## src/shared/mbd_cfg.svh

```systemverilog
`ifndef MBD_CFG_SVH
`define MBD_CFG_SVH
// opcode bytes and match masks
`define MBD_OP_MOV_A_WR      8'hE8
`define MBD_OP_MOV_A_DIR     8'hE5
`define MBD_OP_MOV_A_IND     8'hE6
`define MBD_OP_MOV_A_IMM     8'h74
`define MBD_OP_MOV_WR_A      8'hF8
`define MBD_OP_MOV_WR_DIR    8'hA8
`define MBD_OP_MOV_WR_IMM    8'h78
`define MBD_OP_MOV_DIR_A     8'hF5
`define MBD_OP_MOV_DIR_WR    8'h88
`define MBD_OP_MOV_DIR_DIR   8'h85
`define MBD_OP_MOV_DIR_IND   8'h86
`define MBD_OP_MOV_DIR_IMM   8'h75
`define MBD_OP_MOV_IND_A     8'hF6
`define MBD_OP_MOV_IND_DIR   8'hA6
`define MBD_OP_MOV_IND_IMM   8'h76
`define MBD_OP_LOAD_DP       8'h90
`define MBD_OP_CODE_RD_DP    8'h93
`define MBD_OP_CODE_RD_PC    8'h83
`define MBD_OP_XRAM_RD_IND   8'hE2
`define MBD_OP_XRAM_RD_DP    8'hE0
`define MBD_OP_XRAM_WR_IND   8'hF2
`define MBD_OP_XRAM_WR_DP    8'hF0
`define MBD_OP_PUSH          8'hC0
`define MBD_OP_POP           8'hD0
`define MBD_OP_SWAP_WR       8'hC8
`define MBD_OP_SWAP_DIR      8'hC5
`define MBD_OP_SWAP_IND      8'hC6
`define MBD_OP_NIB_SWAP      8'hD6
`define MBD_OP_RELATIVE_SHORT_JUMP          8'h80
`define MBD_OP_JMP_DP        8'h73
`define MBD_OP_BR_ZERO       8'h60
`define MBD_OP_BR_NONZERO    8'h70
`define MBD_OP_BR_CSET       8'h40
`define MBD_OP_BR_CCLR       8'h50
`define MBD_OP_BR_BSET       8'h20
`define MBD_OP_BR_BCLR       8'h30
`define MBD_OP_BR_BSET_CLR   8'h10
`define MBD_OP_CMP_A_DIR     8'hB5
`define MBD_OP_CMP_A_IMM     8'hB4
`define MBD_OP_CMP_WR_IMM    8'hB8
`define MBD_OP_CMP_IND_IMM   8'hB6
`define MBD_OP_DEC_WR        8'hD8
`define MBD_OP_DEC_DIR       8'hD5
`define MBD_OP_AND_C_BIT     8'h82
`define MBD_OP_AND_C_NBIT    8'hB0
`define MBD_OP_OR_C_BIT      8'h72
`define MBD_OP_OR_C_NBIT     8'hA0
`define MBD_OP_MOV_C_BIT     8'hA2
`define MBD_OP_MOV_BIT_C     8'h92
`define MBD_MASK_WR          8'hF8
`define MBD_MASK_IND         8'hFE
`define MBD_MASK_FULL        8'hFF
`endif

```

## src/shared/mbd_pkg.sv

```systemverilog
`default_nettype none
package mbd_pkg;
  // operation class of a decoded opcode
  typedef enum logic [4:0] {
    MBD_CL_NONE, MBD_CL_MOVE, MBD_CL_LOAD_DP, MBD_CL_CODE_RD, MBD_CL_XRAM_RD, MBD_CL_XRAM_WR,
    MBD_CL_PUSH, MBD_CL_POP, MBD_CL_SWAP, MBD_CL_NIB_SWAP, MBD_CL_JUMP, MBD_CL_BR_ACC,
    MBD_CL_BR_CARRY, MBD_CL_BR_BIT, MBD_CL_CMP_BR, MBD_CL_DEC_BR, MBD_CL_CARRY_LOGIC, MBD_CL_CARRY_XFER
  } mbd_class_t;
  // decoder sequencing state
  typedef enum logic {MBD_IDLE, MBD_BUSY} mbd_state_t;
endpackage
`default_nettype wire

```

## src/rtl/mbd_decoder.sv

```systemverilog
`include "mbd_cfg.svh"
`default_nettype none
// Behaviour
// - E8-EF copy working register to accumulator, one byte, one cycle.
// - E5 direct, E6-E7 indirect, 74 immediate load accumulator, two cycles.
// - F8-FF, A8-AF, 78-7F write working register; 1/2/2 bytes, 2/3/2 cycles.
// - F5 and 88-8F write direct byte, two bytes, two cycles.
// - 85 direct to direct move, three bytes, three cycles.
// - 86-87 two bytes, 75 three bytes, direct write, three cycles.
// - F6-F7, A6-A7, 76-77 indirect write; 1/2/2 bytes, 2/3/2 cycles.
// - 90 loads sixteen-bit data pointer, three bytes, three cycles.
// - 93 code read via data pointer 7 cycles, 83 via PC 8; one byte.
// - E2-E3 read 5 cycles, F2-F3 write 4 cycles, eight-bit expanded RAM.
// - E0 read 6 cycles, F0 write 5 cycles, data-pointer expanded RAM.
// - C0 push five cycles, D0 pop four cycles, both two bytes.
// - C8-CF 1B/3c, C5 2B/4c, C6-C7 1B/4c accumulator swap.
// - D6-D7 swap low nibble with indirect byte, one byte, four cycles.
// - 80 short jump 2B/4c, 73 computed jump 1B/6c.
// - 60 branch acc zero, 70 nonzero; two bytes, 3 or 5 cycles.
// - 40 branch carry set, 50 clear; two bytes, 2 or 4 cycles.
// - 20, 30, 10 bit branches; three bytes, 4 or 6 cycles.
// - B4-BF compare branch unequal; three bytes, 4 or 6 cycles.
// - D8-DF 2B 3/5 cycles, D5 3B 4/6 cycles decrement branch.
// - 82, B0, 72, A0 carry logic with bit, two bytes, two cycles.
// - A2 bit to carry 2 cycles, 92 carry to bit 3; two bytes.
module mbd_decoder (
  input wire logic i_core_clk,                // core clock
  input wire logic i_resetn,                  // sync reset, active low
  input wire logic i_op_valid,                // opcode offered
  input wire logic [7:0] i_opcode,            // opcode byte
  input wire logic i_cond_taken,              // branch condition result
  output logic o_op_ready,                    // decoder can take an opcode
  output logic o_known,                       // opcode belongs to these groups
  output logic [1:0] o_len,                   // instruction length in bytes
  output logic [3:0] o_cycles,                // cycles charged to instruction
  output mbd_pkg::mbd_class_t o_class,        // operation class
  output logic [2:0] o_reg_sel,               // working/indirect register index
  output logic o_is_branch,                   // conditional branch
  output logic o_busy,                        // instruction executing
  output logic o_done                         // last cycle pulse
);
  // ==========================================================
  // decode table
  // forty-eight masked entries; the carry-to-bit store takes the extra hit bit
  localparam int N = 48;
  typedef struct packed {
    logic [7:0] code;
    logic [7:0] mask;
    logic [1:0] len;
    logic [3:0] cyc;
    logic [3:0] cyc_t;
    mbd_pkg::mbd_class_t cls;
  } mbd_entry_t;
  function automatic mbd_entry_t ent(input logic [7:0] c, input logic [7:0] m, input logic [1:0] l,
                                     input logic [3:0] n, input logic [3:0] t, input mbd_pkg::mbd_class_t k);
    ent = '{code: c, mask: m, len: l, cyc: n, cyc_t: t, cls: k};
  endfunction
  localparam mbd_pkg::mbd_class_t MV = mbd_pkg::MBD_CL_MOVE;
  localparam mbd_entry_t TBL [N] = '{
    // one-cycle accumulator copy from a working register
    // register to acc
    ent(`MBD_OP_MOV_A_WR, `MBD_MASK_WR, 2'h1, 4'h1, 4'h1, MV),

    // accumulator from direct, indirect and immediate sources
    // acc loads
    ent(`MBD_OP_MOV_A_DIR, `MBD_MASK_FULL, 2'h2, 4'h2, 4'h2, MV),
    ent(`MBD_OP_MOV_A_IND, `MBD_MASK_IND, 2'h1, 4'h2, 4'h2, MV),
    ent(`MBD_OP_MOV_A_IMM, `MBD_MASK_FULL, 2'h2, 4'h2, 4'h2, MV),

    // working register from accumulator, direct byte or immediate
    // register writes
    ent(`MBD_OP_MOV_WR_A, `MBD_MASK_WR, 2'h1, 4'h2, 4'h2, MV),
    ent(`MBD_OP_MOV_WR_DIR, `MBD_MASK_WR, 2'h2, 4'h3, 4'h3, MV),
    ent(`MBD_OP_MOV_WR_IMM, `MBD_MASK_WR, 2'h2, 4'h2, 4'h2, MV),

    // direct byte from accumulator or working register
    // direct writes
    ent(`MBD_OP_MOV_DIR_A, `MBD_MASK_FULL, 2'h2, 4'h2, 4'h2, MV),
    ent(`MBD_OP_MOV_DIR_WR, `MBD_MASK_WR, 2'h2, 4'h2, 4'h2, MV),

    // three-byte move between two direct locations
    // direct to direct
    ent(`MBD_OP_MOV_DIR_DIR, `MBD_MASK_FULL, 2'h3, 4'h3, 4'h3, MV),

    // direct byte from an indirect source or an immediate
    // direct from indirect or immediate
    ent(`MBD_OP_MOV_DIR_IND, `MBD_MASK_IND, 2'h2, 4'h3, 4'h3, MV),
    ent(`MBD_OP_MOV_DIR_IMM, `MBD_MASK_FULL, 2'h3, 4'h3, 4'h3, MV),

    // indirect byte from accumulator, direct byte or immediate
    // indirect writes
    ent(`MBD_OP_MOV_IND_A, `MBD_MASK_IND, 2'h1, 4'h2, 4'h2, MV),
    ent(`MBD_OP_MOV_IND_DIR, `MBD_MASK_IND, 2'h2, 4'h3, 4'h3, MV),
    ent(`MBD_OP_MOV_IND_IMM, `MBD_MASK_IND, 2'h2, 4'h2, 4'h2, MV),

    // sixteen-bit pointer load with a two-byte operand
    // data pointer load
    ent(`MBD_OP_LOAD_DP, `MBD_MASK_FULL, 2'h3, 4'h3, 4'h3, mbd_pkg::MBD_CL_LOAD_DP),

    // code table reads, slow because of the program fetch
    // code table reads
    ent(`MBD_OP_CODE_RD_DP, `MBD_MASK_FULL, 2'h1, 4'h7, 4'h7, mbd_pkg::MBD_CL_CODE_RD),
    ent(`MBD_OP_CODE_RD_PC, `MBD_MASK_FULL, 2'h1, 4'h8, 4'h8, mbd_pkg::MBD_CL_CODE_RD),

    // expanded RAM through an eight-bit pointer register
    // eight-bit expanded RAM
    ent(`MBD_OP_XRAM_RD_IND, `MBD_MASK_IND, 2'h1, 4'h5, 4'h5, mbd_pkg::MBD_CL_XRAM_RD),
    ent(`MBD_OP_XRAM_WR_IND, `MBD_MASK_IND, 2'h1, 4'h4, 4'h4, mbd_pkg::MBD_CL_XRAM_WR),

    // expanded RAM through the sixteen-bit data pointer
    // sixteen-bit expanded RAM
    ent(`MBD_OP_XRAM_RD_DP, `MBD_MASK_FULL, 2'h1, 4'h6, 4'h6, mbd_pkg::MBD_CL_XRAM_RD),
    ent(`MBD_OP_XRAM_WR_DP, `MBD_MASK_FULL, 2'h1, 4'h5, 4'h5, mbd_pkg::MBD_CL_XRAM_WR),

    // stack push and pop of a direct byte
    // stack
    ent(`MBD_OP_PUSH, `MBD_MASK_FULL, 2'h2, 4'h5, 4'h5, mbd_pkg::MBD_CL_PUSH),
    ent(`MBD_OP_POP, `MBD_MASK_FULL, 2'h2, 4'h4, 4'h4, mbd_pkg::MBD_CL_POP),

    // full-byte accumulator swap forms
    // accumulator swap
    ent(`MBD_OP_SWAP_WR, `MBD_MASK_WR, 2'h1, 4'h3, 4'h3, mbd_pkg::MBD_CL_SWAP),
    ent(`MBD_OP_SWAP_DIR, `MBD_MASK_FULL, 2'h2, 4'h4, 4'h4, mbd_pkg::MBD_CL_SWAP),
    ent(`MBD_OP_SWAP_IND, `MBD_MASK_IND, 2'h1, 4'h4, 4'h4, mbd_pkg::MBD_CL_SWAP),

    // low nibble swap with an indirect byte
    // low nibble swap
    ent(`MBD_OP_NIB_SWAP, `MBD_MASK_IND, 2'h1, 4'h4, 4'h4, mbd_pkg::MBD_CL_NIB_SWAP),

    // unconditional short and computed jumps
    // unconditional jumps
    ent(`MBD_OP_RELATIVE_SHORT_JUMP, `MBD_MASK_FULL, 2'h2, 4'h4, 4'h4, mbd_pkg::MBD_CL_JUMP),
    ent(`MBD_OP_JMP_DP, `MBD_MASK_FULL, 2'h1, 4'h6, 4'h6, mbd_pkg::MBD_CL_JUMP),

    // accumulator tests, taken count two above not taken
    // accumulator zero tests
    ent(`MBD_OP_BR_ZERO, `MBD_MASK_FULL, 2'h2, 4'h3, 4'h5, mbd_pkg::MBD_CL_BR_ACC),
    ent(`MBD_OP_BR_NONZERO, `MBD_MASK_FULL, 2'h2, 4'h3, 4'h5, mbd_pkg::MBD_CL_BR_ACC),

    // carry tests, shortest of the branch forms
    // carry tests
    ent(`MBD_OP_BR_CSET, `MBD_MASK_FULL, 2'h2, 4'h2, 4'h4, mbd_pkg::MBD_CL_BR_CARRY),
    ent(`MBD_OP_BR_CCLR, `MBD_MASK_FULL, 2'h2, 4'h2, 4'h4, mbd_pkg::MBD_CL_BR_CARRY),

    // bit tests, three bytes with the bit address
    // bit tests
    ent(`MBD_OP_BR_BSET, `MBD_MASK_FULL, 2'h3, 4'h4, 4'h6, mbd_pkg::MBD_CL_BR_BIT),
    ent(`MBD_OP_BR_BCLR, `MBD_MASK_FULL, 2'h3, 4'h4, 4'h6, mbd_pkg::MBD_CL_BR_BIT),
    ent(`MBD_OP_BR_BSET_CLR, `MBD_MASK_FULL, 2'h3, 4'h4, 4'h6, mbd_pkg::MBD_CL_BR_BIT),

    // compare branches, four operand forms
    // compare branches
    ent(`MBD_OP_CMP_A_DIR, `MBD_MASK_FULL, 2'h3, 4'h4, 4'h6, mbd_pkg::MBD_CL_CMP_BR),
    ent(`MBD_OP_CMP_A_IMM, `MBD_MASK_FULL, 2'h3, 4'h4, 4'h6, mbd_pkg::MBD_CL_CMP_BR),
    ent(`MBD_OP_CMP_WR_IMM, `MBD_MASK_WR, 2'h3, 4'h4, 4'h6, mbd_pkg::MBD_CL_CMP_BR),
    ent(`MBD_OP_CMP_IND_IMM, `MBD_MASK_IND, 2'h3, 4'h4, 4'h6, mbd_pkg::MBD_CL_CMP_BR),

    // decrement branches on a register or a direct byte
    // decrement branches
    ent(`MBD_OP_DEC_WR, `MBD_MASK_WR, 2'h2, 4'h3, 4'h5, mbd_pkg::MBD_CL_DEC_BR),
    ent(`MBD_OP_DEC_DIR, `MBD_MASK_FULL, 2'h3, 4'h4, 4'h6, mbd_pkg::MBD_CL_DEC_BR),

    // carry logic against a direct bit
    // carry logic
    ent(`MBD_OP_AND_C_BIT, `MBD_MASK_FULL, 2'h2, 4'h2, 4'h2, mbd_pkg::MBD_CL_CARRY_LOGIC),
    ent(`MBD_OP_AND_C_NBIT, `MBD_MASK_FULL, 2'h2, 4'h2, 4'h2, mbd_pkg::MBD_CL_CARRY_LOGIC),
    ent(`MBD_OP_OR_C_BIT, `MBD_MASK_FULL, 2'h2, 4'h2, 4'h2, mbd_pkg::MBD_CL_CARRY_LOGIC),
    ent(`MBD_OP_OR_C_NBIT, `MBD_MASK_FULL, 2'h2, 4'h2, 4'h2, mbd_pkg::MBD_CL_CARRY_LOGIC),

    // bit into carry; carry into bit sits outside the table
    // carry transfers
    ent(`MBD_OP_MOV_C_BIT, `MBD_MASK_FULL, 2'h2, 4'h2, 4'h2, mbd_pkg::MBD_CL_CARRY_XFER)
  };
  // carry into bit, matched on its own bit of the hit vector
  localparam mbd_entry_t XFER_OUT = ent(`MBD_OP_MOV_BIT_C, `MBD_MASK_FULL, 2'h2, 4'h3, 4'h3,
                                        mbd_pkg::MBD_CL_CARRY_XFER);

  // ==========================================================
  // per-entry match, one hot
  logic [N:0] hit;
  genvar g;
  generate
    for (g = 0; g < N; g++) begin : g_match
      assign hit[g] = ((i_opcode & TBL[g].mask) == TBL[g].code);
    end
  endgenerate
  assign hit[N] = (i_opcode == XFER_OUT.code);

  // select the matching entry
  mbd_entry_t sel;
  always_comb begin
    sel = '0;
    // unknown opcodes occupy one cycle, never a conditional count
    sel.cyc = 4'h1;
    sel.cyc_t = 4'h1;
    for (int k = 0; k < N; k++) begin
      if (hit[k]) begin
        sel = TBL[k];
      end
    end
    if (hit[N]) begin
      sel = XFER_OUT;
    end
  end

  // masks never overlap, so at most one hit bit is set
  wire logic known = |hit;
  // a branch is any entry whose two counts differ
  wire logic is_cond = (sel.cyc_t != sel.cyc);
  wire logic [3:0] cyc_eff = (is_cond && i_cond_taken) ? sel.cyc_t : sel.cyc;
  // accepted only while idle; busy cycles refuse new opcodes
  wire logic take = i_op_valid && o_op_ready;

  // ==========================================================
  // cycle sequencer
  mbd_pkg::mbd_state_t state_q, state_d;
  logic [3:0] left_q, left_d;
  logic [1:0] len_q;
  logic [3:0] cyc_q;
  logic [2:0] reg_q;
  logic known_q, br_q;
  mbd_pkg::mbd_class_t cls_q;

  // next state
  always_comb begin
    state_d = state_q;
    left_d = left_q;
    case (state_q)
      mbd_pkg::MBD_IDLE: begin
        // one-cycle opcodes never leave idle
        if (take && cyc_eff != 4'h1) begin
          state_d = mbd_pkg::MBD_BUSY;
          left_d = cyc_eff - 4'h1;
        end
      end
      mbd_pkg::MBD_BUSY: begin
        left_d = left_q - 4'h1;
        if (left_q == 4'h1) begin
          state_d = mbd_pkg::MBD_IDLE;
        end
      end
      default: begin
        state_d = mbd_pkg::MBD_IDLE;
      end
    endcase
  end

  // state registers
  // left counts the busy cycles still to run
  always_ff @(posedge i_core_clk) begin
    if (!i_resetn) begin
      state_q <= mbd_pkg::MBD_IDLE;
      left_q <= 4'h0;
    end else begin
      state_q <= state_d;
      left_q <= left_d;
    end
  end

  // latched decode results
  // unknown opcodes latch zero length, class none, one cycle
  always_ff @(posedge i_core_clk) begin
    if (!i_resetn) begin
      len_q <= 2'h0;
      cyc_q <= 4'h0;
      reg_q <= 3'h0;
      known_q <= 1'b0;
      br_q <= 1'b0;
      cls_q <= mbd_pkg::MBD_CL_NONE;
    end else if (take) begin
      len_q <= sel.len;
      cyc_q <= cyc_eff;
      reg_q <= (sel.mask == `MBD_MASK_IND) ? {2'h0, i_opcode[0]} : i_opcode[2:0];
      known_q <= known;
      br_q <= is_cond;
      cls_q <= sel.cls;
    end
  end

  // done pulse after the last cycle
  // done rises together with ready, one cycle wide
  logic done_q;
  always_ff @(posedge i_core_clk) begin
    if (!i_resetn) begin
      done_q <= 1'b0;
    end else begin
      done_q <= (take && cyc_eff == 4'h1) || (state_q == mbd_pkg::MBD_BUSY && left_q == 4'h1);
    end
  end

  // ready is combinational so one-cycle opcodes run back to back
  // decode outputs hold until the next accepted opcode
  assign o_op_ready = (state_q == mbd_pkg::MBD_IDLE);
  assign o_busy = (state_q == mbd_pkg::MBD_BUSY);
  assign o_done = done_q;
  assign o_len = len_q;
  assign o_cycles = cyc_q;
  assign o_class = cls_q;
  assign o_reg_sel = reg_q;
  assign o_known = known_q;
  assign o_is_branch = br_q;
endmodule
`default_nettype wire

```

## config.mk

```make
export PLATFORM = sky130hd
export DESIGN_NAME = mbd_decoder
export DESIGN_NICKNAME = d
export VERILOG_FILES = /design/src/shared/mbd_pkg.sv /design/src/rtl/mbd_decoder.sv
export VERILOG_INCLUDE_DIRS = /design/src /design/src/shared
export SDC_FILE = /design/constraint.sdc
export NUM_CORES = 1
export LEC_CHECK = 0
export CORE_MARGIN = 2
export CORE_UTILIZATION = 44
export CTS_BUF_LIST = sky130_fd_sc_hd__clkbuf_4
export CTS_CLUSTER_DIAMETER = 50
export DETAILED_ROUTE_END_ITERATION = 8
export DONT_BUFFER_PORTS = 1
export SETUP_SLACK_MARGIN = 0.5
export SYNTH_ARGS = -nofsm -noshare
export SYNTH_HDL_FRONTEND = slang
export SYNTH_SLANG_ARGS = --single-unit
```

## constraint.sdc

```tcl
create_clock -name i_core_clk -period 7.2 [get_ports i_core_clk]
set_clock_uncertainty 0.1 [all_clocks]
set_input_delay 0.72 -clock i_core_clk [delete_from_list [all_inputs] [get_ports i_core_clk]]
set_output_delay 0.72 -clock i_core_clk [all_outputs]
set_load 0.02 [all_outputs]
```

==> summary.md, run 1 <==
| Metric | Value |
|---|---|
| Outcome | `complete, no violations` |
| Post-synthesis area per instance | `7.37 µm²` |
| Gpl congestion | `0.968` |
| Largest net degree at the start of global routing | `30` |
| Syn. warnings | `0` |
| Rel. slew slack | `51.6%` |
| Hold WC Path Type | `input pin to flop` |
| Row count | `24` |
| Min cycle time layout | `approximately 3.0 ns` |
| Area of the multi-input gates | `1340 µm²` |
| Initial Utilization | `45.3%` |
| CP endpoint kind | `flop` |
| CTS H-tree depth | `1` |
| Crit path DAT | `between 3 and 4 ns` |
| Syn Nets | `280` |
| Clk Latency, worst-skew pair | `0.31 ns` |
| CP max stage delay | `~0.47 ns` |
| Post-DRT Antenna Nets | `0` |
| Hold Slack | `0.418 ns` |
| TritonCTS clock tree | `yes` |
| Async set-reset flop share out of synthesis | `0%` |
| Final Hold Fails | `0` |
| Drt wl/cell | `between 15 and 20 µm` |
| Total GRT Usage | `22.7%` |
| Initial DRC count | `around 100` |
| Drt drc | `0` |
| N_diodes | `0` |
| Final HPWL DP | `just over 4000 µm` |
| Vias | `1969` |
| Nets | `263` |
| Vias in the first global route | `1817` |
| # fillers | `roughly 460` |
| Synth Register Bits | `22` |
| Die X | `70.5 µm` |
| Critical path startpoint category | `input pin` |
| Sequential element share of the synthesized area | `22.7%` |
| Share of layout cells above drive strength 1 | `6.50%` |
| Core area | `4290 µm²` |
| RSZ-0062 raised after global routing | `false` |
| Setup tns final | `0 ns` |
| WL final | `between 5000 and 6000 µm` |
| Overflow after GRT | `0` |
| Max-Cap Viols | `0` |
| Fin crit share | `41.7%` |
| Post-synth top flop | `dfxtp_1` |
| Die height | `70.5 µm` |
| CTS Root Cell | `clkbuf_4` |
| Postcts setup bufs | `0` |
| Worst R2R Setup Slack | `~5.3 ns` |
| PD cells | `155 nW/µm²` |
| Slowest cell on crit path | `nor4_4` |
| Initial antenna violation count | `0` |
| Max Root-Sink Buffers | `2` |
| Cts hold-fix bufs | `0` |
| Worst slew pin tran | `0.708 ns` |
| # setup viols final | `0` |
| Die area | `slightly below 5000 µm²` |
| Synthesized area | `a little under 2000 µm²` |
| Critical Path RT | `roughly 7.3 ns` |
| Top Ports | `31` |
| Cells after synthesis | `264` |
| Vias per cell | `6.61` |
| Sink Count | `22` |
| Worst IR drop on VDD | `55.0 µV` |
| Leak pwr | `between 0.6 and 0.7 nW` |
| IO buf count | `0` |
| Synthesis-to-finish area growth | `-0.644%` |
| TritonCTS Buffers | `3` |
| First-pass GRT wire length | `9110 µm` |
| Setup Crit Path Kind | `input pin to flop` |
| F_max | `333 MHz` |
| Worst-path clk slew | `0.13 ns` |
| Max FO, Critical Path | `19` |
| Sequential cell area | `between 400 and 500 µm²` |
| CP Cell Sequence | `nor4_4 -> nand3_1 -> a31oi_1 -> o22ai_1 -> a211oi_1 -> ha_1 -> a41oi_4 -> nor3b_2 -> o31a_1` |
| PostCTS Resize Cnt | `0` |
| Initial DRT Pass Iterations | `4` |
| Max-slew violations | `0` |
| Post-synth EDFFs | `0` |
| Synth unique cells | `66` |
[cell usage in the layout, fill, tap and decap left out, types with 3 or more instances in the layout]
cell,instances
nand3_1,5
a21boi_0,4
o31ai_1,4
clkbuf_4,3
nor2b_1,7
nand4_1,3
nand2_1,27
and3_1,3
a211oi_1,4
o22ai_1,6
a21oi_1,14
nor4_1,3
a32o_1,5
inv_1,13
o21ai_0,16
and2_1,3
nor3b_1,4
a22oi_1,3
ha_1,4
a31oi_1,5
nor3_1,8
dfxtp_1,22
nor2_1,28
[state kept, by name, indices dropped and copies added (netlist names)]
name         flops
o_busy           1
o_known          1
o_is_branch      1
o_len            2
o_class          5
o_reg_sel        3
o_cycles         4
left_q           4
o_done           1
[area by class of cell]
class                   count  area share (%)
inverters                  13            2.53
well taps                  52            3.37
clock buffers               3            1.17
clock inverters             1           0.194
flip-flops and latches     22            22.8
multi-input cells         206            69.6
repair buffers              1           0.389
[cells by family (layout without fill, tap and decap cells)]
kind of cell,after synthesis,count (layout),synth area share (%)
AO/OA/AOI/OAI,84,84,31.5
XOR/XNOR,2,2,0.901
adder cells (fa/ha/maj),4,4,2.57
buffers and inverters,36,18,8.24
flip-flops,22,22,22.7
multiplexers,1,1,0.579
AND/OR/NAND/NOR,115,115,33.6
[synthesized netlist by cell type (all sizes together), types with 2 or more instances]
cell,n,area [µm²]
a2111oi,3,32.5
a211oi,5,42.5
a21boi,5,37.5
a21oi,14,70.1
a22o,2,17.5
a22oi,3,22.5
a31oi,5,31.3
a32o,5,50.1
a41oi,3,45.1
and2,3,18.8
and3,3,18.8
buf,12,70.1
clkbuf,11,41.3
dfxtp,22,440
ha,4,50.1
inv,13,48.8
nand2,27,101
nand2b,2,12.5
nand3,5,25.0
nand3b,2,15.0
nand4,3,18.8
nand4b,2,17.5
nor2,29,111
nor2b,7,43.8
nor3,9,50.1
nor3b,5,42.5
nor4,5,61.3
o211ai,2,15.0
o21ai,18,90.1
o21bai,2,26.3
o22ai,6,37.5
o31a,2,17.5
o31ai,4,30.0
or3,3,23.8
[final timing paths]
path / from / endpoint / cells past startpoint
worst max-delay path: i_opcode[0] / left_q[0]$_SDFFE_PN0P_ / 9
worst min-delay path: i_resetn / left_q[3]$_SDFFE_PN0P_ / 1
worst max register to register: o_busy$_SDFF_PN0_ / o_done$_SDFF_PN0_ / 4
worst min register to register: left_q[3]$_SDFFE_PN0P_ / left_q[3]$_SDFFE_PN0P_ / 2
[worst max-delay path, delay by kind of cell]
kind / cells / cell delay (ns)
compound gates: 5 / 1.27
simple gates: 3 / 0.84
fa+ha+maj: 1 / 0.29
[routing by layer]
metal | vias to the layer above | routed length, µm | global-route usage [%]
met4 | 0 | 215 | 10.9
met1 | 904 | 2480 | 29.6
li1 | 946 | - | -
met2 | 94 | 2500 | 34.3
met3 | 25 | 346 | 6.20
met5 | - | 0 | 0
[stage by stage]
| step | total power, mW | instances | instance area [µm²] | setup slack, ns | util, % |
|---|---|---|---|---|---|
| floorplan | 0.235 | 264 | 1940 | 4.05 | - |
| global placement | 0.241 | 294 | 1910 | 4.00 | 44.4 |
| detailed placement | 0.241 | 294 | 1910 | 3.88 | 44.4 |
| global route | 0.319 | 298 | 1930 | 3.94 | 45.0 |
| CTS | 0.302 | 298 | 1930 | 4.22 | 45.0 |
| finish | 0.299 | 298 | 1930 | 4.20 | 45.0 |
[report_power, final]
| part | leakage [nW] | switching, mW | internal [mW] |
|---|---|---|---|
| sequential | 0.181 | 0.0208 | 0.134 |
| clock | 0.0154 | 0.0404 | 0.0203 |
| combinational | 0.478 | 0.0482 | 0.0353 |
(Power assumes the default switching activity.)
==> inputs of run 2 (changes only) <==
Settings changed: ABC_AREA from default to 1.
Clock period 7.2 ns to 2.5 ns, I/O delays scaled along.
==> run 2 against run 1 <==
Against the previous run: the flow now finishes with violations (negative hold slack); wire length increased by 49%; critical path type unchanged; sequential cell count is the same; final cell count up 66%; register-to-register slack worse by 4.7 ns; critical path depth rose by 14; largest power group is now combinational cells; count of clock-buffer cells in the layout did not move.
==> summary.md, run 2 <==
| Metric | Value |
|---|---|
| Outcome | `finished, violations left (was complete, no violations)` |
| Failing checks | `negative hold slack` |
| R2r endpoint | `o_busy$_SDFF_PN0_ (was o_done$_SDFF_PN0_)` |
| Clk Latency, worst-skew pair | `0.32 ns (was 0.31 ns)` |
| Overflow after GRT | `0 (unchanged)` |
| Initial Utilization | `45.6% (was 45.3%)` |
| Worst IR drop on VDD | `373 µV (was 55.0 µV)` |
| Most common cell in the netlist | `nand2_1 (was nor2_1)` |
| Rel. slew slack | `53.7% (was 51.6%)` |
| Setup WS post-layout | `0.143 ns (was 4.20 ns)` |
| Hold Slack | `-0.0784 ns (was 0.418 ns)` |
| Final Hold Fails | `12 (was 0)` |
| Initial antenna violation count | `0 (unchanged)` |
| TritonCTS Buffers | `3 (unchanged)` |
| Crit path launch | `i_opcode[6] (was i_opcode[0])` |
| Syn. warnings | `0 (unchanged)` |
| CTS H-tree depth | `1 (unchanged)` |
| Async set-reset flop share out of synthesis | `0% (unchanged)` |
| Pre-CTS setup slack | `-0.250 ns (was 3.88 ns)` |
| First-pass GRT wire length | `12400 µm (was 9110 µm)` |
| Final HPWL DP | `5480 µm (was 4040 µm)` |
| RSZ-0062 raised after global routing | `true (was false)` |
| Most common cell after layout, fill and taps aside | `buf_4 (was nor2_1)` |
| Commonest cells after routing, fill and taps aside | `buf_4, nor2_1, nand2_1 (was nor2_1, nand2_1, dfxtp_1)` |
| Drt wl/cell | `16.7 µm (was 18.6 µm)` |
| Top cell type's share of synthesized area | `22.2% (was 22.7%)` |
| Crit path buf inv count | `1 (was 0)` |
| Vias per cell | `5.56 (was 6.61)` |
| # setup viols final | `0 (unchanged)` |
| Post-synth top flop | `dfxtp_1 (unchanged)` |
| Die height | `71.2 µm (was 70.5 µm)` |
| Vias | `2758 (was 1969)` |
| Row count | `24 (unchanged)` |
| CP Cell Sequence | `inv_12 -> nand2_8 -> nor2_4 -> nand2_2 -> nand2_2 -> nor2_4 -> nand2_2 -> nor2_2 -> nand4_2 -> nor2_4 -> nand3_2 -> nor2_4 -> nand2_2 -> nand3_4 -> nand2_4 -> o21ai_4 -> ha_2 -> nand2_1 -> nand3b_4 -> nand2_4 -> nand3_2 -> nand2_1 -> nor2_1 (was nor4_4 -> nand3_1 -> a31oi_1 -> o22ai_1 -> a211oi_1 -> ha_1 -> a41oi_4 -> nor3b_2 -> o31a_1)` |
| Initial DRC count | `246 (was 104)` |
| F_max | `424 MHz` |
| Sequential element share of the synthesized area | `22.2% (was 22.7%)` |
| CP endpoint | `left_q[3]$_SDFFE_PN0P_ (was left_q[0]$_SDFFE_PN0P_)` |
| Max-slew violations | `0 (unchanged)` |
| Worst slew pin tran | `0.694 ns (was 0.708 ns)` |
| Max Root-Sink Buffers | `2 (unchanged)` |
| Post-synthesis area per instance | `6.00 µm² (was 7.37 µm²)` |
| Post-DRT Antenna Nets | `0 (unchanged)` |
| Worst-path clk slew | `0.13 ns (about the same)` |
| Post-synth EDFFs | `0 (unchanged)` |
| Largest net degree at the start of global routing | `24 (was 30)` |
| Synth Register Bits | `22 (unchanged)` |
| Syn Nets | `347 (was 280)` |
| Drt drc | `0 (unchanged)` |
| Setup Crit Path Kind | `input pin to flop (unchanged)` |
| Crit path DAT | `2.48 ns (was 3.12 ns)` |
| Critical R2R Launch | `o_busy$_SDFF_PN0_ (unchanged)` |
| Final Util | `77.1% (was 45.0%)` |
| Top Ports | `31 (unchanged)` |
| Yosys top cell by area | `dfxtp_1 (unchanged)` |
| TritonCTS clock tree | `yes (unchanged)` |
| IO buf count | `0 (unchanged)` |
| Hold WC Path Type | `input pin to flop (unchanged)` |
| Synthesis-to-finish area growth | `69.0% (was -0.644%)` |
| Nets | `461 (was 263)` |
| Commonest cells in the netlist | `nand2_1, nor2_1, inv_1 (was nor2_1, nand2_1, dfxtp_1)` |
| Die X | `71.2 µm (was 70.5 µm)` |
| Synth area leaders | `dfxtp_1, nand2_1, nor2_1 (was dfxtp_1, nor2_1, nand2_1)` |
| N_diodes | `0 (unchanged)` |
| Total GRT Usage | `30.5% (was 22.7%)` |
| Fin crit share | `94.3%` |
| Cts hold-fix bufs | `2 (was 0)` |
| Gpl congestion | `0.990 (was 0.968)` |
| Synthesized area | `1990 µm² (was 1940 µm²)` |
| Critical path startpoint category | `input pin (unchanged)` |
| Critical Path RT | `2.63 ns (was 7.32 ns)` |
| Vias in the first global route | `2647 (was 1817)` |
| Max FO, Critical Path | `7 (was 19)` |
| CTS Root Cell | `clkbuf_4 (unchanged)` |
| Slowest cell on crit path | `nand3b_4 (was nor4_4)` |
| Worst-case reg-to-reg path depth | `8 (was 4)` |
| CP max stage delay | `0.20 ns (was 0.47 ns)` |
| Share of layout cells above drive strength 1 | `45.7% (was 6.50%)` |
| CP endpoint kind | `flop (unchanged)` |
| Largest register FFs | `5 (unchanged)` |
| Cells after synthesis | `331 (was 264)` |
| PD cells | `383 nW/µm² (was 155 nW/µm²)` |
| Worst R2R Setup Slack | `0.56 ns (was 5.27 ns)` |
| Leak pwr | `1.68 nW (was 0.674 nW)` |
| Max-Cap Viols | `0 (unchanged)` |
| WL final | `8280 µm (was 5540 µm)` |
| Sink Count | `22 (unchanged)` |
| Initial DRT Pass Iterations | `5 (was 4)` |
| Die area | `5070 µm² (was 4970 µm²)` |
| CP Depth | `23 (was 9)` |
| CP top delay family | `simple AND/OR/NAND/NOR gates (was compound AO/OA/AOI/OAI gates)` |
| Core area | `4350 µm² (was 4290 µm²)` |
| Min cycle time layout | `2.36 ns` |
| Synth unique cells | `37 (was 66)` |
[run 2: logic make-up (layout without fill, tap and decap cells)]
family	after synthesis	in the layout	share of synthesized area, %
AOI/OAI and AO/OA	44	44	13.4
adders and majority gates	4	4	2.52
buffers and inverters	55	168	10.7
DFF	22	22	22.2
and+or+nand+nor	206	206	51.2
[run 2: how the worst min path moves through the flow]
stage	start	to	slack, ns	cells past startpoint
after CTS	i_resetn	left_q[3]$_SDFFE_PN0P_	-0.06	2
after floorplan	i_resetn	o_cycles[0]$_SDFFE_PN0P_	0.29	2
final	i_resetn	left_q[0]$_SDFFE_PN0P_	-0.08	2
after global placement	i_resetn	left_q[1]$_SDFFE_PN0P_	0.28	2
after detailed placement	i_resetn	left_q[1]$_SDFFE_PN0P_	0.28	2
after global routing	i_resetn	left_q[1]$_SDFFE_PN0P_	-0.07	2
[run 2: what timing repair did]
action                                 4_1_cts  5_1_grt
setup endpoints to repair                    6       15
buffers inserted                            28       14
endpoints found under the hold margin       14       11
resized for setup                           56       45
pin swaps                                   15       33
[run 2: final cells by class]
cell class	instances	area, µm²
fillers	306	997
clock buffers	3	22.5
well taps	52	65.1
multi-input cells	254	1650
flip-flops and latches	22	440
clock inverters	1	30.0
repair buffers	115	895
inverters	49	250
[run 2: metal layers]
layer  share of wire (%)  track usage (%)  wire (µm)
met5                   0                0          0
met4                 3.3             7.76        273
met3                 9.4             7.69        780
met2                  46             50.5       3840
met1                  41             39.4       3380
[run 2: worst register-to-register path: cells and delay by family, from the launching register on]
family	cells	cell delay, ns
AOI/OAI and AO/OA	1	0.12
DFF	1	0.32
and+or+nand+nor	2	0.22
buffers and inverters	5	1.12
[run 2: report_power, final]
group / total [mW] / internal (mW) / switching [mW]
Clock: 0.277 / 0.162 / 0.115
Sequential: 0.458 / 0.395 / 0.0632
Combinational: 0.551 / 0.246 / 0.304
Total: 1.29 / 0.804 / 0.482
[run 2: per-stage QoR]
stage	power [mW]	instance area, µm²	std cells	setup TNS (ns)
floorplan	0.762	2020	331	0
global placement	0.888	2580	448	-0.828
detailed placement	0.892	2580	448	-1.28
CTS	1.21	3060	482	0
global route	1.36	3360	496	-0.0458
finish	1.29	3360	496	0
==> inputs of run 3 (changes only) <==
Settings changed: PLACE_DENSITY_LB_ADDON from default to 0.08.
==> run 3 against run 2 <==
Against the previous run: the run still ends with negative hold slack left; via count up 6.0%; clock power up 3%; cell area up 4.8%; critical path type unchanged.
==> summary.md, run 3 (synthesized netlist as in run 2, its figures left out) <==
| Metric | Value |
|---|---|
| Cts hold-fix bufs | `2 (unchanged)` |
| Die area | `5070 µm² (unchanged)` |
| Hold Crit Depth | `2 (unchanged)` |
| F_max | `413 MHz (was 424 MHz)` |
| IO buf count | `0 (unchanged)` |
| Nets | `470 (was 461)` |
| Worst R2R Setup Slack | `0.49 ns (was 0.56 ns)` |
| CP endpoint kind | `flop (unchanged)` |
| R2r endpoint | `o_busy$_SDFF_PN0_ (unchanged)` |
| Setup tns final | `0 ns (unchanged)` |
| Sink Count | `22 (unchanged)` |
| Most common cell after layout, fill and taps aside | `buf_4 (unchanged)` |
| Max FO, Critical Path | `7 (unchanged)` |
| Total power draw | `1.31 mW (was 1.29 mW)` |
| Vias in the first global route | `2660 (was 2647)` |
| Initial DRT Pass Iterations | `5 (unchanged)` |
| Vias | `2924 (was 2758)` |
| Die X | `71.2 µm (unchanged)` |
| Worst IR drop on VDD | `366 µV (was 373 µV)` |
| Rel. slew slack | `49.1% (was 53.7%)` |
| Comb pwr share | `43.0% (was 42.8%)` |
| # fillers | `266 (was 306)` |
| Synthesis-to-finish area growth | `77.0% (was 69.0%)` |
| Hold_sp | `i_resetn (unchanged)` |
| Max-slew violations | `0 (unchanged)` |
| Final Util | `80.8% (was 77.1%)` |
| Worst slew pin tran | `0.763 ns (was 0.694 ns)` |
| Share of layout cells above drive strength 1 | `50.3% (was 45.7%)` |
| Critical path startpoint category | `input pin (unchanged)` |
| # setup viols final | `0 (unchanged)` |
| Gpl congestion | `0.981 (was 0.990)` |
| Max Root-Sink Buffers | `2 (unchanged)` |
| WL final | `9140 µm (was 8280 µm)` |
| Pre-CTS setup slack | `-0.208 ns (was -0.250 ns)` |
| Hold WC Path Type | `input pin to flop (unchanged)` |
| Critical R2R Launch | `o_busy$_SDFF_PN0_ (unchanged)` |
| Commonest cells after routing, fill and taps aside | `buf_4, nor2_1, nand2_1 (unchanged)` |
| Fin crit share | `96.9% (was 94.3%)` |
| Hold Path Sink | `left_q[1]$_SDFFE_PN0P_ (was left_q[0]$_SDFFE_PN0P_)` |
| Setup Crit Path Kind | `input pin to flop (unchanged)` |
| Initial antenna violation count | `0 (unchanged)` |
| Worst-path clk slew | `0.14 ns (was 0.13 ns)` |
| First-pass GRT wire length | `12900 µm (was 12400 µm)` |
| Clk Latency, worst-skew pair | `0.33 ns (was 0.32 ns)` |
| Setup WS post-layout | `0.0765 ns (was 0.143 ns)` |
| Outcome | `finished, violations left (unchanged)` |
| Crit path DAT | `2.55 ns (was 2.48 ns)` |
| CTS H-tree depth | `1 (unchanged)` |
| Switch share | `38.2% (was 37.5%)` |
| Int Power | `807 µW (was 804 µW)` |
| Worst-case reg-to-reg path depth | `6 (was 8)` |
| N_diodes | `0 (unchanged)` |
| PD cells | `371 nW/µm² (was 383 nW/µm²)` |
| Drt drc | `0 (unchanged)` |
| Switch Pwr | `499 µW (was 482 µW)` |
| Final HPWL DP | `5430 µm (was 5480 µm)` |
| TritonCTS Buffers | `3 (unchanged)` |
| Overflow after GRT | `0 (unchanged)` |
| Sequential share of power | `35.2% (was 35.6%)` |
| Failing checks | `negative hold slack (unchanged)` |
| Total GRT Usage | `32.0% (was 30.5%)` |
| Min cycle time layout | `2.42 ns (was 2.36 ns)` |
| Die height | `71.2 µm (unchanged)` |
| Critical Path RT | `2.63 ns (about the same)` |
| Initial Utilization | `45.6% (unchanged)` |
| Final Hold Fails | `12 (unchanged)` |
| Clock Power Share | `21.8% (was 21.5%)` |
| Initial DRC count | `312 (was 246)` |
| Hold Slack | `-0.0818 ns (was -0.0784 ns)` |
| Post-DRT Antenna Nets | `0 (unchanged)` |
| TritonCTS clock tree | `yes (unchanged)` |
| Max-Cap Viols | `0 (unchanged)` |
| Vias per cell | `5.79 (was 5.56)` |
| Drt wl/cell | `18.1 µm (was 16.7 µm)` |
| CTS Root Cell | `clkbuf_4 (unchanged)` |
| RSZ-0062 raised after global routing | `true (unchanged)` |
| Row count | `24 (unchanged)` |
| Largest register FFs | `5 (unchanged)` |
| Leak pwr | `1.70 nW (was 1.68 nW)` |
| Largest net degree at the start of global routing | `24 (unchanged)` |
| Top Ports | `31 (unchanged)` |
| Core area | `4350 µm² (unchanged)` |
run 3: critical path: stages:
cell and delay [ns]:
inv_12 0.02, nand2_8 0.08, nor2_4 0.06, nand2_2 0.08
buf_6 0.09, buf_4 0.09, buf_4 0.09, buf_4 0.10
buf_6 0.08, buf_6 0.08, buf_4 0.10, buf_6 0.09
buf_6 0.09, nand2_4 0.05, nor2_2 0.10, nand2_1 0.11
nor4_2 0.33, o221ai_2 0.18, nor3b_2 0.21, nand3_1 0.10
o211ai_1 0.10, inv_1 0.05
run 3: metal layers:
layer	global-route usage (%)	vias up	share of wire [%]
li1	-	1344	-
met1	45.1	1341	41
met2	50.0	212	47
met3	6.55	27	9.5
met4	7.97	0	3.5
met5	0	-	0
run 3: final cells by class:
cell class	count	area, µm²	share of cell area (%)
multi-input combinational	254	1730	49.1
timing repair buffer	124	988	28.1
sequential	22	440	12.5
inverter	49	245	6.97
tap	52	65.1	1.85
clock inverter	1	30.0	0.854
clock buffer	3	22.5	0.640
run 3: worst max path at each step:
stage	startpoint	end	slack, ns	cells after the start
after detailed placement	i_opcode[3]	left_q[1]$_SDFFE_PN0P_	-0.21	20
after global placement	i_opcode[3]	left_q[2]$_SDFFE_PN0P_	-0.17	20
after floorplan	i_opcode[4]	left_q[1]$_SDFFE_PN0P_	0.004	21
after CTS	i_opcode[6]	left_q[1]$_SDFFE_PN0P_	0.19	21
after global routing	i_opcode[1]	left_q[1]$_SDFFE_PN0P_	0.0004	20
final	i_opcode[6]	o_class[0]$_SDFFE_PN0P_	0.08	22
run 3: power groups by stage:
stage | sequential, mW | combinational (mW) | clock [mW]
after detailed placement | 0.466 | 0.423 | 0
after floorplan | 0.464 | 0.298 | 0
after global routing | 0.463 | 0.614 | 0.301
final | 0.459 | 0.562 | 0.285
after CTS | 0.458 | 0.475 | 0.280
after global placement | 0.466 | 0.422 | 0
run 3: stage by stage:
step	cells	area, µm²
global route	505	3520
finish	505	3520
detailed placement	444	2550
global placement	444	2550
CTS	499	3120
floorplan	331	2020
run 3: repair_timing:
item,in CTS,in global routing
pin swaps,27,47
setup endpoints to repair,6,15
endpoints found under the hold margin,14,12
buffers inserted,49,6
resized for setup,40,85
